===== src/irq_flag_pkg.sv =====
// constants, register map and carrier types of the interrupt flag logic
// assumes a 10 MHz system clock and a 32-bit avalon-mm register port
package irq_flag_pkg;

  // clock and timing
  localparam int CLK_PERIOD_NS = 100;
  localparam int NR_TIME_NS = 1000000; // 1 ms longest noise-rejector delay
  localparam int NR_CYCLES = NR_TIME_NS / CLK_PERIOD_NS; // rounded down
  localparam int SYNC_STAGES = 2;
  localparam int ENTRY_CYCLES = 12; // accept to vector in program counter
  localparam int PUSH_WORDS = 3;

  // widths
  localparam int NUM_PINS = 5;
  localparam int ADDR_W = 5;

  // register byte offsets
  localparam logic [4:0] OFS_MASK = 5'h00;
  localparam logic [4:0] OFS_EDGE = 5'h04;
  localparam logic [4:0] OFS_FLAGS = 5'h08;
  localparam logic [4:0] OFS_STATUS = 5'h0C;
  localparam logic [4:0] OFS_CTRL = 5'h10;

  // field positions
  localparam int MASK_CT_BIT = 8;
  localparam int MASK_SW_BIT = 9;
  localparam int FLAG_INPUT_BIT = 0;
  localparam int FLAG_CT_BIT = 1;
  localparam int FLAG_SW_BIT = 2;
  localparam int STAT_IE_BIT = 0;
  localparam int STAT_REQ_BIT = 1;
  localparam int STAT_BUSY_BIT = 2;
  localparam int STAT_HOLD_BIT = 3;
  localparam int STAT_PINS_LSB = 4;
  localparam int CTRL_NR_BIT = 0;

  // reset values
  localparam logic [4:0] RST_MASK_K = 5'h00;
  localparam logic [4:0] RST_EDGE = 5'h1F; // falling edge on every pin
  localparam logic RST_NR_EN = 1'b0;

  // vectors of the three sources, values arbitrary
  localparam logic [7:0] VEC_INPUT = 8'h0C;
  localparam logic [7:0] VEC_STOPWATCH = 8'h08;
  localparam logic [7:0] VEC_CLOCK_TIMER = 8'h04;

  typedef enum logic [0:0] {ENTRY_IDLE, ENTRY_RUN} entry_state_t;

  // avalon-mm request from the master
  typedef struct packed {
    logic read;
    logic write;
    logic [ADDR_W-1:0] address;
    logic [3:0] byteenable;
    logic [31:0] writedata;
  } avmm_req_t;

  // stack and vector side of interrupt entry
  typedef struct packed {
    logic push_wr;
    logic [3:0] push_data;
    logic vec_load;
    logic [7:0] vector;
  } entry_out_t;

endpackage : irq_flag_pkg


===== src/pin_sync.sv =====
// two-stage synchroniser for the input port pins
// assumes pins are asynchronous to clk
`timescale 1ns/1ps
`default_nettype none
module pin_sync
  import irq_flag_pkg::*;
(
  input wire logic clk,
  input wire logic rst,
  input wire logic ce,
  input wire logic [NUM_PINS-1:0] pin_async,
  output logic [NUM_PINS-1:0] pin_sync_out
);

  typedef struct packed {
    logic [NUM_PINS-1:0] meta;
    logic [NUM_PINS-1:0] stable;
  } sync_state_t;

  sync_state_t st;
  sync_state_t next_st;

  // first stage feeds only the second
  always_comb begin
    next_st.meta = pin_async;
    next_st.stable = st.meta;
  end

  always_ff @(posedge clk) begin
    if (rst) begin
      st <= '0;
    end else if (ce) begin
      st <= next_st;
    end
  end

  assign pin_sync_out = st.stable;

endmodule : pin_sync
`default_nettype wire


===== src/noise_reject.sv =====
// noise rejector of one input pin: passes a level once it has stood still
// assumes a synchronised input; bypassed when not enabled
`timescale 1ns/1ps
`default_nettype none
module noise_reject
  import irq_flag_pkg::*;
#(
  parameter logic [15:0] LIMIT = 16'(NR_CYCLES - SYNC_STAGES - 1)
) (
  input wire logic clk,
  input wire logic rst,
  input wire logic ce,
  input wire logic enable,
  input wire logic pin_in,
  output logic pin_out
);

  typedef struct packed {
    logic level;
    logic [15:0] cnt;
  } nr_state_t;

  nr_state_t st;
  nr_state_t next_st;

  // count while input differs from the held level, take it at the limit
  always_comb begin
    next_st = st;
    if (!enable || pin_in == st.level) begin
      next_st.cnt = '0;
      next_st.level = pin_in;
    end else if (st.cnt >= LIMIT) begin
      next_st.cnt = '0;
      next_st.level = pin_in;
    end else begin
      next_st.cnt = st.cnt + 16'h0001;
    end
  end

  always_ff @(posedge clk) begin
    if (rst) begin
      st <= '0;
    end else if (ce) begin
      st <= next_st;
    end
  end

  // bypass keeps full speed when the rejector is off
  assign pin_out = enable ? st.level : pin_in;

  // the held level never trails a steady input beyond the limit
  a_nr_bound: assert property (@(posedge clk) disable iff (rst || !ce)
    (enable && pin_in != st.level) |-> st.cnt <= LIMIT)
    else $error("noise rejector count passed its limit");

endmodule : noise_reject
`default_nettype wire


===== src/irq_flag_logic.sv =====
// interrupt factor flags, masks, request and entry sequencing of the cpu
// assumes cpu strobes on clk, timer signals on clk, pins asynchronous
`timescale 1ns/1ps
`default_nettype none
module irq_flag_logic
  import irq_flag_pkg::*;
#(
  parameter logic [15:0] NR_LIMIT = 16'(NR_CYCLES - SYNC_STAGES - 1)
) (
  input wire logic clk,
  input wire logic rst,
  input wire logic ce,
  // register port
  input wire avmm_req_t avs_req,
  output logic [31:0] avs_readdata,
  output logic avs_waitrequest,
  // input port pins
  input wire logic [NUM_PINS-1:0] key_pins,
  // timer sources
  input wire logic clock_timer_signal,
  input wire logic clock_timer_reset,
  input wire logic stopwatch_overflow,
  // cpu side
  input wire logic interrupts_enabled_state,
  input wire logic interrupts_disabled_state,
  input wire logic page_preset_instruction,
  input wire logic branch_done,
  input wire logic irq_take,
  input wire logic [11:0] cpu_pc,
  output logic irq_req,
  output logic interrupt_enable,
  output entry_out_t entry
);

  typedef struct packed {
    logic ack;
    logic [31:0] rdata;
    logic [NUM_PINS-1:0] input_mask;
    logic clock_timer_irq_mask;
    logic stopwatch_irq_mask;
    logic [NUM_PINS-1:0] edge_sel;
    logic nr_en;
    logic input_port_flag;
    logic clock_timer_flag;
    logic stopwatch_flag;
    logic [NUM_PINS-1:0] act_prev;
    logic ct_prev;
    logic ie;
    logic hold;
    entry_state_t fsm;
    logic [3:0] cnt;
    logic [11:0] pc_cap;
    entry_out_t eo;
  } core_state_t;

  core_state_t st;
  core_state_t next_st;

  logic [NUM_PINS-1:0] pin_s;
  logic [NUM_PINS-1:0] pin_f;
  logic [NUM_PINS-1:0] act_m;
  logic [NUM_PINS-1:0] in_set;
  logic ct_set;
  logic sw_set;
  logic pending;
  logic accept;
  logic rd_cap;
  logic wr_go;
  logic flag_read;

  // synchronise and optionally filter the pins
  pin_sync u_sync (
    .clk(clk),
    .rst(rst),
    .ce(ce),
    .pin_async(key_pins),
    .pin_sync_out(pin_s)
  );

  for (genvar i = 0; i < NUM_PINS; i++) begin : g_nr
    noise_reject #(.LIMIT(NR_LIMIT)) u_nr (
      .clk(clk),
      .rst(rst),
      .ce(ce),
      .enable(st.nr_en),
      .pin_in(pin_s[i]),
      .pin_out(pin_f[i])
    );
  end

  // readback value of one register
  function automatic logic [31:0] reg_value(input core_state_t s, input logic [4:0] a,
                                             input logic [NUM_PINS-1:0] pins, input logic req);
    logic [31:0] v;
    v = 32'h0000_0000;
    case (a)
      OFS_MASK: begin
        v[NUM_PINS-1:0] = s.input_mask;
        v[MASK_CT_BIT] = s.clock_timer_irq_mask;
        v[MASK_SW_BIT] = s.stopwatch_irq_mask;
      end
      OFS_EDGE: v[NUM_PINS-1:0] = s.edge_sel;
      OFS_FLAGS: begin
        v[FLAG_INPUT_BIT] = s.input_port_flag;
        v[FLAG_CT_BIT] = s.clock_timer_flag;
        v[FLAG_SW_BIT] = s.stopwatch_flag;
      end
      OFS_STATUS: begin
        v[STAT_IE_BIT] = s.ie;
        v[STAT_REQ_BIT] = req;
        v[STAT_BUSY_BIT] = (s.fsm == ENTRY_RUN);
        v[STAT_HOLD_BIT] = s.hold;
        v[STAT_PINS_LSB +: NUM_PINS] = pins;
      end
      OFS_CTRL: v[CTRL_NR_BIT] = s.nr_en;
      default: v = 32'h0000_0000;
    endcase
    return v;
  endfunction : reg_value

  // event detection: active level is low for falling, high for rising
  assign act_m = st.input_mask & (pin_f ^ st.edge_sel);
  assign in_set = act_m & ~st.act_prev;
  assign ct_set = (st.ct_prev && !clock_timer_signal)
                  || (st.ct_prev && clock_timer_reset);
  assign sw_set = stopwatch_overflow;

  // request gating
  assign pending = (st.input_port_flag && (|st.input_mask))
                   || (st.clock_timer_flag && st.clock_timer_irq_mask)
                   || (st.stopwatch_flag && st.stopwatch_irq_mask);
  assign irq_req = pending && st.ie && !st.hold && (st.fsm == ENTRY_IDLE);
  assign accept = irq_req && irq_take;

  // bus handshake: one wait state, read data and read clear on the first cycle, writes on the second
  assign rd_cap = avs_req.read && !st.ack;
  assign wr_go = avs_req.write && st.ack;
  assign flag_read = rd_cap && (avs_req.address == OFS_FLAGS);
  assign avs_waitrequest = (avs_req.read || avs_req.write) && !st.ack;

  always_comb begin
    next_st = st;
    next_st.ack = (avs_req.read || avs_req.write) && !st.ack;
    next_st.eo.push_wr = 1'b0;
    next_st.eo.vec_load = 1'b0;
    if (rd_cap) begin
      next_st.rdata = reg_value(st, avs_req.address, pin_f, irq_req);
    end
    // register writes
    if (wr_go) begin
      case (avs_req.address)
        OFS_MASK: begin
          if (avs_req.byteenable[0]) begin
            next_st.input_mask = avs_req.writedata[NUM_PINS-1:0];
          end
          if (avs_req.byteenable[1]) begin
            next_st.clock_timer_irq_mask = avs_req.writedata[MASK_CT_BIT];
            next_st.stopwatch_irq_mask = avs_req.writedata[MASK_SW_BIT];
          end
        end
        OFS_EDGE: begin
          if (avs_req.byteenable[0]) begin
            next_st.edge_sel = avs_req.writedata[NUM_PINS-1:0];
          end
        end
        OFS_CTRL: begin
          if (avs_req.byteenable[0]) begin
            next_st.nr_en = avs_req.writedata[CTRL_NR_BIT];
          end
        end
        default: next_st.nr_en = st.nr_en;
      endcase
    end
    // edge history
    next_st.act_prev = act_m;
    next_st.ct_prev = clock_timer_signal;
    // factor flags: read clears, a set in the same cycle wins
    next_st.input_port_flag = (st.input_port_flag && !flag_read) || (|in_set);
    next_st.clock_timer_flag = (st.clock_timer_flag && !flag_read) || ct_set;
    next_st.stopwatch_flag = (st.stopwatch_flag && !flag_read) || sw_set;
    // page preset hold until the branch completes
    if (page_preset_instruction) begin
      next_st.hold = 1'b1;
    end else if (branch_done) begin
      next_st.hold = 1'b0;
    end
    // cpu interrupt enable flag
    if (interrupts_enabled_state) begin
      next_st.ie = 1'b1;
    end
    if (interrupts_disabled_state) begin
      next_st.ie = 1'b0;
    end
    // entry sequence
    case (st.fsm)
      ENTRY_IDLE: begin
        if (accept) begin
          next_st.ie = 1'b0;
          next_st.fsm = ENTRY_RUN;
          next_st.cnt = 4'h1;
          next_st.pc_cap = cpu_pc;
          if (st.input_port_flag && (|st.input_mask)) begin
            next_st.eo.vector = VEC_INPUT;
          end else if (st.stopwatch_flag && st.stopwatch_irq_mask) begin
            next_st.eo.vector = VEC_STOPWATCH;
          end else begin
            next_st.eo.vector = VEC_CLOCK_TIMER;
          end
        end
      end
      ENTRY_RUN: begin
        next_st.cnt = st.cnt + 4'h1;
        // three stack words: page, step high, step low
        if (st.cnt <= 4'(PUSH_WORDS)) begin
          next_st.eo.push_wr = 1'b1;
          case (st.cnt)
            4'h1: next_st.eo.push_data = st.pc_cap[11:8];
            4'h2: next_st.eo.push_data = st.pc_cap[7:4];
            default: next_st.eo.push_data = st.pc_cap[3:0];
          endcase
        end
        if (st.cnt == 4'(ENTRY_CYCLES - 1)) begin
          next_st.eo.vec_load = 1'b1;
          next_st.fsm = ENTRY_IDLE;
          next_st.cnt = 4'h0;
        end
      end
      default: next_st.fsm = ENTRY_IDLE;
    endcase
  end

  // state register, frozen while ce is low
  always_ff @(posedge clk) begin
    if (rst) begin
      st <= '0;
      st.input_mask <= RST_MASK_K;
      st.edge_sel <= RST_EDGE;
      st.nr_en <= RST_NR_EN;
      st.fsm <= ENTRY_IDLE;
    end else if (ce) begin
      st <= next_st;
    end
  end

  assign avs_readdata = st.rdata;
  assign interrupt_enable = st.ie;
  assign entry = st.eo;

  // vector reaches the program counter twelve cycles after accept
  a_vec_timing: assert property (@(posedge clk) disable iff (rst || !ce)
    accept |-> ##12 entry.vec_load)
    else $error("vector not loaded twelve cycles after accept");

  // exactly three stack words follow an accept
  a_push_three: assert property (@(posedge clk) disable iff (rst || !ce)
    accept |-> ##2 entry.push_wr [*3] ##1 !entry.push_wr)
    else $error("interrupt entry did not push three words");

  // enable flag drops after accept
  a_ie_cleared: assert property (@(posedge clk) disable iff (rst || !ce)
    accept |=> !interrupt_enable)
    else $error("enable flag still set after accept");

  // no request while a page preset waits for its branch
  a_page_preset_instruction_block: assert property (@(posedge clk) disable iff (rst || !ce)
    (page_preset_instruction || (st.hold && !branch_done)) |=> !irq_req)
    else $error("request raised during page preset hold");

  // clock timer falling edge sets its flag regardless of mask
  a_ct_edge: assert property (@(posedge clk) disable iff (rst || !ce)
    $fell(clock_timer_signal) |=> st.clock_timer_flag)
    else $error("clock timer flag missed a falling edge");

  // stopwatch overflow sets its flag regardless of mask
  a_sw_overflow: assert property (@(posedge clk) disable iff (rst || !ce)
    stopwatch_overflow |=> st.stopwatch_flag)
    else $error("stopwatch flag missed an overflow");

  // a flag read with no new event leaves the flags clear
  a_read_clear: assert property (@(posedge clk) disable iff (rst || !ce)
    (flag_read && !ct_set && !sw_set && !(|in_set))
    |=> !st.clock_timer_flag && !st.stopwatch_flag && !st.input_port_flag)
    else $error("factor flags survived a read");

  // a masked active edge on pin 0 raises the input flag
  a_input_edge: assert property (@(posedge clk) disable iff (rst || !ce)
    $rose(act_m[0]) |=> st.input_port_flag)
    else $error("input flag missed an active transition");

  // a timer event under an open mask and enable raises the request next cycle
  a_req_raise: assert property (@(posedge clk) disable iff (rst || !ce)
    (ct_set && st.clock_timer_irq_mask && st.ie && !st.hold && st.fsm == ENTRY_IDLE
     && !accept && !wr_go && !interrupts_disabled_state && !page_preset_instruction)
    |=> irq_req)
    else $error("request missing for enabled pending flag");

endmodule : irq_flag_logic
`default_nettype wire


===== config.mk =====
export PLATFORM = sky130hd
export DESIGN_NAME = irq_flag_logic
export DESIGN_NICKNAME = d
export VERILOG_FILES = /design/src/irq_flag_pkg.sv /design/src/pin_sync.sv /design/src/noise_reject.sv /design/src/irq_flag_logic.sv
export SDC_FILE = /design/constraint.sdc
export NUM_CORES = 1
export LEC_CHECK = 0
export BUFFER_PORTS_ARGS = -buffer_cell sky130_fd_sc_hd__buf_2
export CORE_MARGIN = 5
export CORE_UTILIZATION = 50
export DETAILED_ROUTE_END_ITERATION = 8
export GPL_ROUTABILITY_DRIVEN = 1
export PLACE_DENSITY = 0.83
export REMOVE_ABC_BUFFERS = 1
export SETUP_SLACK_MARGIN = 0.4
export SYNTH_ARGS = -nofsm -noshare
export SYNTH_HDL_FRONTEND = slang
export SYNTH_SLANG_ARGS = --single-unit

===== constraint.sdc =====
create_clock -name clk -period 1.97 [get_ports clk]
set_clock_uncertainty 0.05 [all_clocks]
set_input_delay 0.0985 -clock clk [delete_from_list [all_inputs] [get_ports clk]]
set_output_delay 0.0985 -clock clk [all_outputs]
set_load 0.02 [all_outputs]

# [Word level (Yosys, flattened, before mapping)]
# Index checks and enable logic that the tools add are counted.
[totals] regBits=161 latch_bits=0 ramBits=0 rom_bits=0 output_inout_bits=49 wordCells=160 n_memories=0
[op_classes] n_addsub=6 mul=0 div_mod_pow=0 n_lt_le_gt_ge=6 n_eq_ne=13 shift=0 n_mux=41 bitwise=5 n_reduce_logical=56
[op_table] cell="$mux 17" count=6
[op_table] cell="$add 16x1->16 const B" count=5
[op_table] cell="$ge 16x14->1 const B" count=5
[op_table] cell="$mux 16" count=5
[op_table] cell="$mux 1" count=18
[op_table] cell="$logic_and 1x1->1" count=16
[op_table] cell="$reduce_and 2->1" count=8
[op_table] cell="$reduce_and 4->1" count=4
[op_table] cell="$logic_or 1x1->1" count=12
[op_table] cell="$reduce_bool 2->1" count=6
[op_table] cell="$and 5x5->5" count=2
[op_table] cell="$eq 5x4->1 const B" count=2
[op_table] cell="$mux 5" count=2
[op_table] cell="$pmux 5 s2" count=1
[op_table] cell="$reduce_or 5->1" count=2
[op_table] cell="$mux 8" count=1
[op_table] cell="$pmux 2 s4" count=1
[op_table] cell="$pmux 4 s2" count=1
[op_table] cell="$mux 6" count=1
[op_table] cell="$pmux 2 s3" count=1
[op_table] cell="$reduce_and 3->1" count=2
[op_table] cell="$eq 1x1->1" count=5
[op_table] cell="$eq 5x3->1 const B" count=1
[op_table] cell="$eq 5x5->1 const B" count=1
[op_table] cell="15 further kinds" count=19

# [Depth between registers and ports, before layout]
[depth] ltp_word=10 depth_mapped=8

# [Cells and area by module]
# Synthesis repeated with hierarchy kept, for this count alone.
[unflattened] cells_unflattened=869 hier_area_um2=7637.3
[modules_own_cells] mod="noise_reject" instances=5 cells_per_inst=94 area_per_inst_um2=828.3
[modules_own_cells] mod="irq_flag_logic" instances=1 cells_per_inst=367 area_per_inst_um2=3143.0
[modules_own_cells] mod="pin_sync" instances=1 cells_per_inst=32 area_per_inst_um2=352.8

# [Worst setup path before layout]
# OpenSTA, ideal clock, no wires.
[synth_path] path_kind="flip-flop to flip-flop" start="register g_nr[4].u_nr.st[0] in the netlist's numbering" end="register g_nr[4].u_nr.st[10] in the netlist's numbering" arrival_ps=1544 required_ps=1803 path_slack_ps=259 stages_incl_launch_ff=9 path_buffers=1 period_less_slack_ps=1711 path_cell_list="dfxtp_1 inv_1 ha_1 nor2b_1 o21ai_0 a31oi_1 o21bai_1 buf_2 nor2_1"
[synth_between] elab_chain_cells=3 elab_cells_between_ends=4 classes_between="add/sub: 1; order compare: 1; mux: 2"
[synth_rtl] element="start, declared" line="noise_reject.sv:23" text="nr_state_t st;"
[synth_rtl] element="start signal, assigned" line="noise_reject.sv:44" text="st <= next_st;"
[synth_rtl] element="$add 16x1->16 / $ge 16x14->1 (equally long branches)" line="noise_reject.sv:36, noise_reject.sv:32"
[synth_rtl] element="$mux 16 *" line="noise_reject.sv:32" text="end else if (st.cnt >= LIMIT) begin"
[synth_rtl] element="$mux 17 *" line="noise_reject.sv:29" text="if (!enable || pin_in == st.level) begin"
# Every way passes the cells marked *; elsewhere a longest branch is shown, timed or not.
# A chain may end at the register's enable or synchronous reset.

# [Final worst setup path]
[layout_path] start="register g_nr[1].u_nr.st[5] in the netlist's numbering" end="register g_nr[1].u_nr.st[16] in the netlist's numbering"
[layout_between] elab_chain_cells=3
[layout_rtl] element="start, declared" line="noise_reject.sv:23"
[layout_rtl] element="start signal, assigned" line="noise_reject.sv:44"
[layout_rtl] element="$ge 16x14->1" line="noise_reject.sv:32"
[layout_rtl] element="$reduce_bool 2->1 (no line)"
[layout_rtl] element="$reduce_and 2->1 (no line)"
# Every way passes these cells.

==> results.yml <==
sta:
  timing.final.crit_period_ns: 1.86
  period_share_pct: 94.3
  least_margin_pin_slew_ns: 0.603
  maxSlewHeadroom_pct: 59.8
  timing.final.max_slew_violations: 0
  setup_violations: 0
  setup_total_negative_slack_ns: 0
  grt_setup_unrepaired: "yes"
  fin_ws_ns: 0.112
  timing.final.hold_violations: 0
  timing.fmax_ghz: 0.538
clock_network:
  cts_inserted_buffers: 17
  clk_path_buf_depth: 2
  clk_transition_reported_paths_ns: 0.07
  cts_tree: "built"
  tritoncts_num_sinks: 155
  clock_insertion_delay_worst_skew_ns: 0.44
  cts_htree_levels: 4
  ctsRootBufferMaster: "sky130_fd_sc_hd__clkbuf_16"
detailed_routing:
  detail_route.wirelength_um: 22500
  post_drt_wl_per_cell_um: 18.4
  drc_marker_count_from_the_first_detailed_route_iteration: 654
  firstDrtPassIters: 7
  remaining_design_rule_violation_count: 0
  antenna_violating_nets_post_route: 0
  route.vias.total: 7246
  vias_per_cell: 5.90
global_routing:
  via_count_of_the_first_global_routing_pass: 6667
  globalRouteTotalUtil_pct: 21.1
  grt_busiest_layer: "met2"
  first_pass_grt_wire_length_um: 31200
  met2_usage_pct: 37.6
  met1_usage_in_global_routing_pct: 24.5
  global_route.overflow_total: 0
  antenna_found_initial: 0
  gr-usage-met3_pct: 4.71
  largest_net_degree_at_the_start_of_global_routing: 52
pwr:
  leakagePower_nw: 3.73
  vdd_drop_max_mv: 0.619
  power_per_cell_area_nw_per_um2: 691
cells_and_area:
  design.final.nets: 1117
  layout-area-overhead-vs-synth_pct: 36.3
  layout.area.seq_um2: 3170
  drive_above_1_share_pct: 33.8
  antenna_cells: 0
  postLayoutCellArea_um2: 10300
  stdcell_count: 1228
  multiInputGateArea_um2: 4770
  fillers: 944
  layout.core_utilization_pct: 68.7
logic_synthesis:
  synth_top_cell_area_share_pct: 41.1
  ys_seq_elements: 155
  postSynthAreaPerCell_um2: 8.47
  ys_async_sr_fraction_pct: 0
  synth-edff-count: 0
  area_leader_netlist: "sky130_fd_sc_hd__dfxtp_1"
  yosys_warning_count: 0
  mappedNetlistArea_um2: 7550
  synth_top_cells_by_count: "sky130_fd_sc_hd__dfxtp_1, sky130_fd_sc_hd__nor2_1, sky130_fd_sc_hd__nand2_1"
  synth_sequential_area_ratio_pct: 41.1
  synth.area.top_cells: "sky130_fd_sc_hd__dfxtp_1, sky130_fd_sc_hd__nor2_1, sky130_fd_sc_hd__mux2i_1, sky130_fd_sc_hd__buf_4, sky130_fd_sc_hd__nand2_1"
  dominantRegCellSynth: "sky130_fd_sc_hd__dfxtp_1"
  syn_inst: 891
  synthMostInstantiatedCell: "sky130_fd_sc_hd__dfxtp_1"
  synth_cell_types: 60
die:
  num_io_pins: 120
  std_cell_rows: 45
  die_area_um2: 17700
  floorplan.die.height_um: 133
  floorplan.initialDensity_pct: 50.4
  coreArea_um2: 15000
  dieWidth_um: 133
setup_path:
  worstSetupStartpointType: "flop"
  arrival_ns: 2.10
  timing.rr.start: "g_nr[1].u_nr.st[5]"
  endpoint_kind: "flop"
  startpoint: "g_nr[1].u_nr.st[5]"
  critPathRequiredTime_ns: 2.21
  critPathMaxFanout: 6
  critical_path_class: "reg -> reg"
min_path:
  min_from: "avs_req[33]"
  timing.hold.worst.class: "in -> reg"
outcome:
  status: "finished clean"
placement:
  dp_slack_ns: 0.0867
  io_buffers: 64
  dpl.hpwl_um: 10900
  placedCellCount: 1116
  dpl-instance-area_um2: 7940
  place.gp.congestion: 0.809
run:
  drv_cap: 0
[area by class of cell]
cell class / instances / share of cell area (%)
clock inverters: 11 / 1.64
inverters: 17 / 0.742
clock buffers: 20 / 4.44
multi-input cells: 662 / 46.4
repair buffers: 175 / 13.7
well taps: 188 / 2.29
flip-flops and latches: 155 / 30.9
[metal layers]
layer | part of all wire, % | routed length [um] | up-vias
met4 | 4.7 | 1060 | 0
met2 | 51 | 11400 | 365
met1 | 38 | 8500 | 3484
met3 | 6.8 | 1540 | 104
met5 | 0 | 0 | -
li1 | - | - | 3293
[placed cells by master (no fill, tap or decap), types with 6 or more instances in the layout]
| master | netlist | final |
|---|---|---|
| sky130_fd_sc_hd__dfxtp_1 | 155 | 116 |
| sky130_fd_sc_hd__nor2_1 | 142 | 98 |
| sky130_fd_sc_hd__nand2_1 | 84 | 81 |
| sky130_fd_sc_hd__buf_2 | 11 | 61 |
| sky130_fd_sc_hd__buf_4 | 47 | 56 |
| sky130_fd_sc_hd__nand3_1 | 49 | 39 |
| sky130_fd_sc_hd__a21oi_1 | 43 | 34 |
| sky130_fd_sc_hd__dlygate4sd3_1 | 0 | 34 |
| sky130_fd_sc_hd__mux2i_1 | 38 | 33 |
| sky130_fd_sc_hd__xor2_1 | 36 | 32 |
| sky130_fd_sc_hd__dfxtp_2 | 0 | 30 |
| sky130_fd_sc_hd__conb_1 | 1 | 28 |
| sky130_fd_sc_hd__xnor2_1 | 29 | 26 |
| sky130_fd_sc_hd__nor2_4 | 1 | 26 |
| sky130_fd_sc_hd__nand4_1 | 22 | 22 |
| sky130_fd_sc_hd__nor2_2 | 1 | 20 |
| sky130_fd_sc_hd__clkbuf_16 | 0 | 18 |
| sky130_fd_sc_hd__nor3_1 | 22 | 16 |
| sky130_fd_sc_hd__buf_6 | 2 | 16 |
| sky130_fd_sc_hd__and3_1 | 13 | 13 |
| sky130_fd_sc_hd__a31oi_1 | 15 | 13 |
| sky130_fd_sc_hd__o21ai_0 | 22 | 11 |
| sky130_fd_sc_hd__nand3b_1 | 11 | 11 |
| sky130_fd_sc_hd__nand3_2 | 0 | 9 |
| sky130_fd_sc_hd__dfxtp_4 | 0 | 9 |
| sky130_fd_sc_hd__a21oi_2 | 1 | 8 |
| sky130_fd_sc_hd__a22oi_1 | 8 | 8 |
| sky130_fd_sc_hd__ha_4 | 0 | 8 |
| sky130_fd_sc_hd__inv_1 | 16 | 7 |
| sky130_fd_sc_hd__o21ai_1 | 0 | 6 |
| sky130_fd_sc_hd__nor2b_1 | 10 | 6 |
| sky130_fd_sc_hd__buf_12 | 0 | 6 |
[stage by stage]
stage / power, mW / hold slack [ns]
5_1_grt: 7.29 / 0.0772
4_1_cts: 7.06 / 0.0211
3_3_place_gp: 3.56 / 0.255
3_5_place_dp: 3.56 / 0.263
2_1_floorplan: 3.39 / 0.118
6_report: 7.11 / 0.0620
[flip-flops by register name, indices dropped and copies added, names as in the netlist]
register / count
entry: 8
u_sync.next_st: 5
st: 41
g_nr.u_nr.st: 85
u_sync.pin_sync_out: 5
interrupt_enable: 1
avs_readdata: 10
[power breakdown]
group | switching [mW] | total [mW] | leakage [nW] | internal [mW]
sequential | 0.0241 | 3.17 | 1.27 | 3.14
combinational | 0.275 | 0.449 | 2.15 | 0.174
clock | 1.31 | 3.49 | 0.306 | 2.18
[what timing repair did]
action | in CTS | in global routing
setup endpoints to repair | 115 | 123
gates cloned | 4 | 1
gates resized for setup | 109 | 172
hold buffers | 34 | 0
buffers inserted | 25 | 17
pin swaps | 66 | 67
endpoints found under the hold margin | 37 | 0
[cells by family (layout without fill, tap and decap cells)]
family / count (synthesis) / count (layout) / share of synthesized area [%]
adder cells (fa/ha/maj): 18 / 18 / 2.98
multiplexers: 39 / 39 / 5.34
AND/OR/NAND/NOR: 389 / 389 / 24.5
AO/OA/AOI/OAI: 123 / 123 / 10.8
other: 1 / 28 / 0.0497
XOR/XNOR: 65 / 65 / 7.54
buffers and inverters: 101 / 223 / 7.74
flip-flops: 155 / 155 / 41.1
[worst max-delay path, cell delays in order (launching register included)]
cell                       delay [ns]
sky130_fd_sc_hd__dfxtp_4         0.34
sky130_fd_sc_hd__or4_1           0.52
sky130_fd_sc_hd__a31oi_1         0.21
sky130_fd_sc_hd__o311a_4         0.22
sky130_fd_sc_hd__buf_6           0.13
sky130_fd_sc_hd__nand3b_1        0.15
sky130_fd_sc_hd__a21oi_1         0.10
[final timing paths]
path                                       endpoint  slack (ns)  depth (start not counted)
worst max-delay path            g_nr[1].u_nr.st[16]        0.11                          6
worst min-delay path                         st[48]        0.06                          5
worst max register to register  g_nr[1].u_nr.st[16]        0.11                          6
worst min register to register             entry[8]        0.41                          2
(Power assumes the default switching activity.)
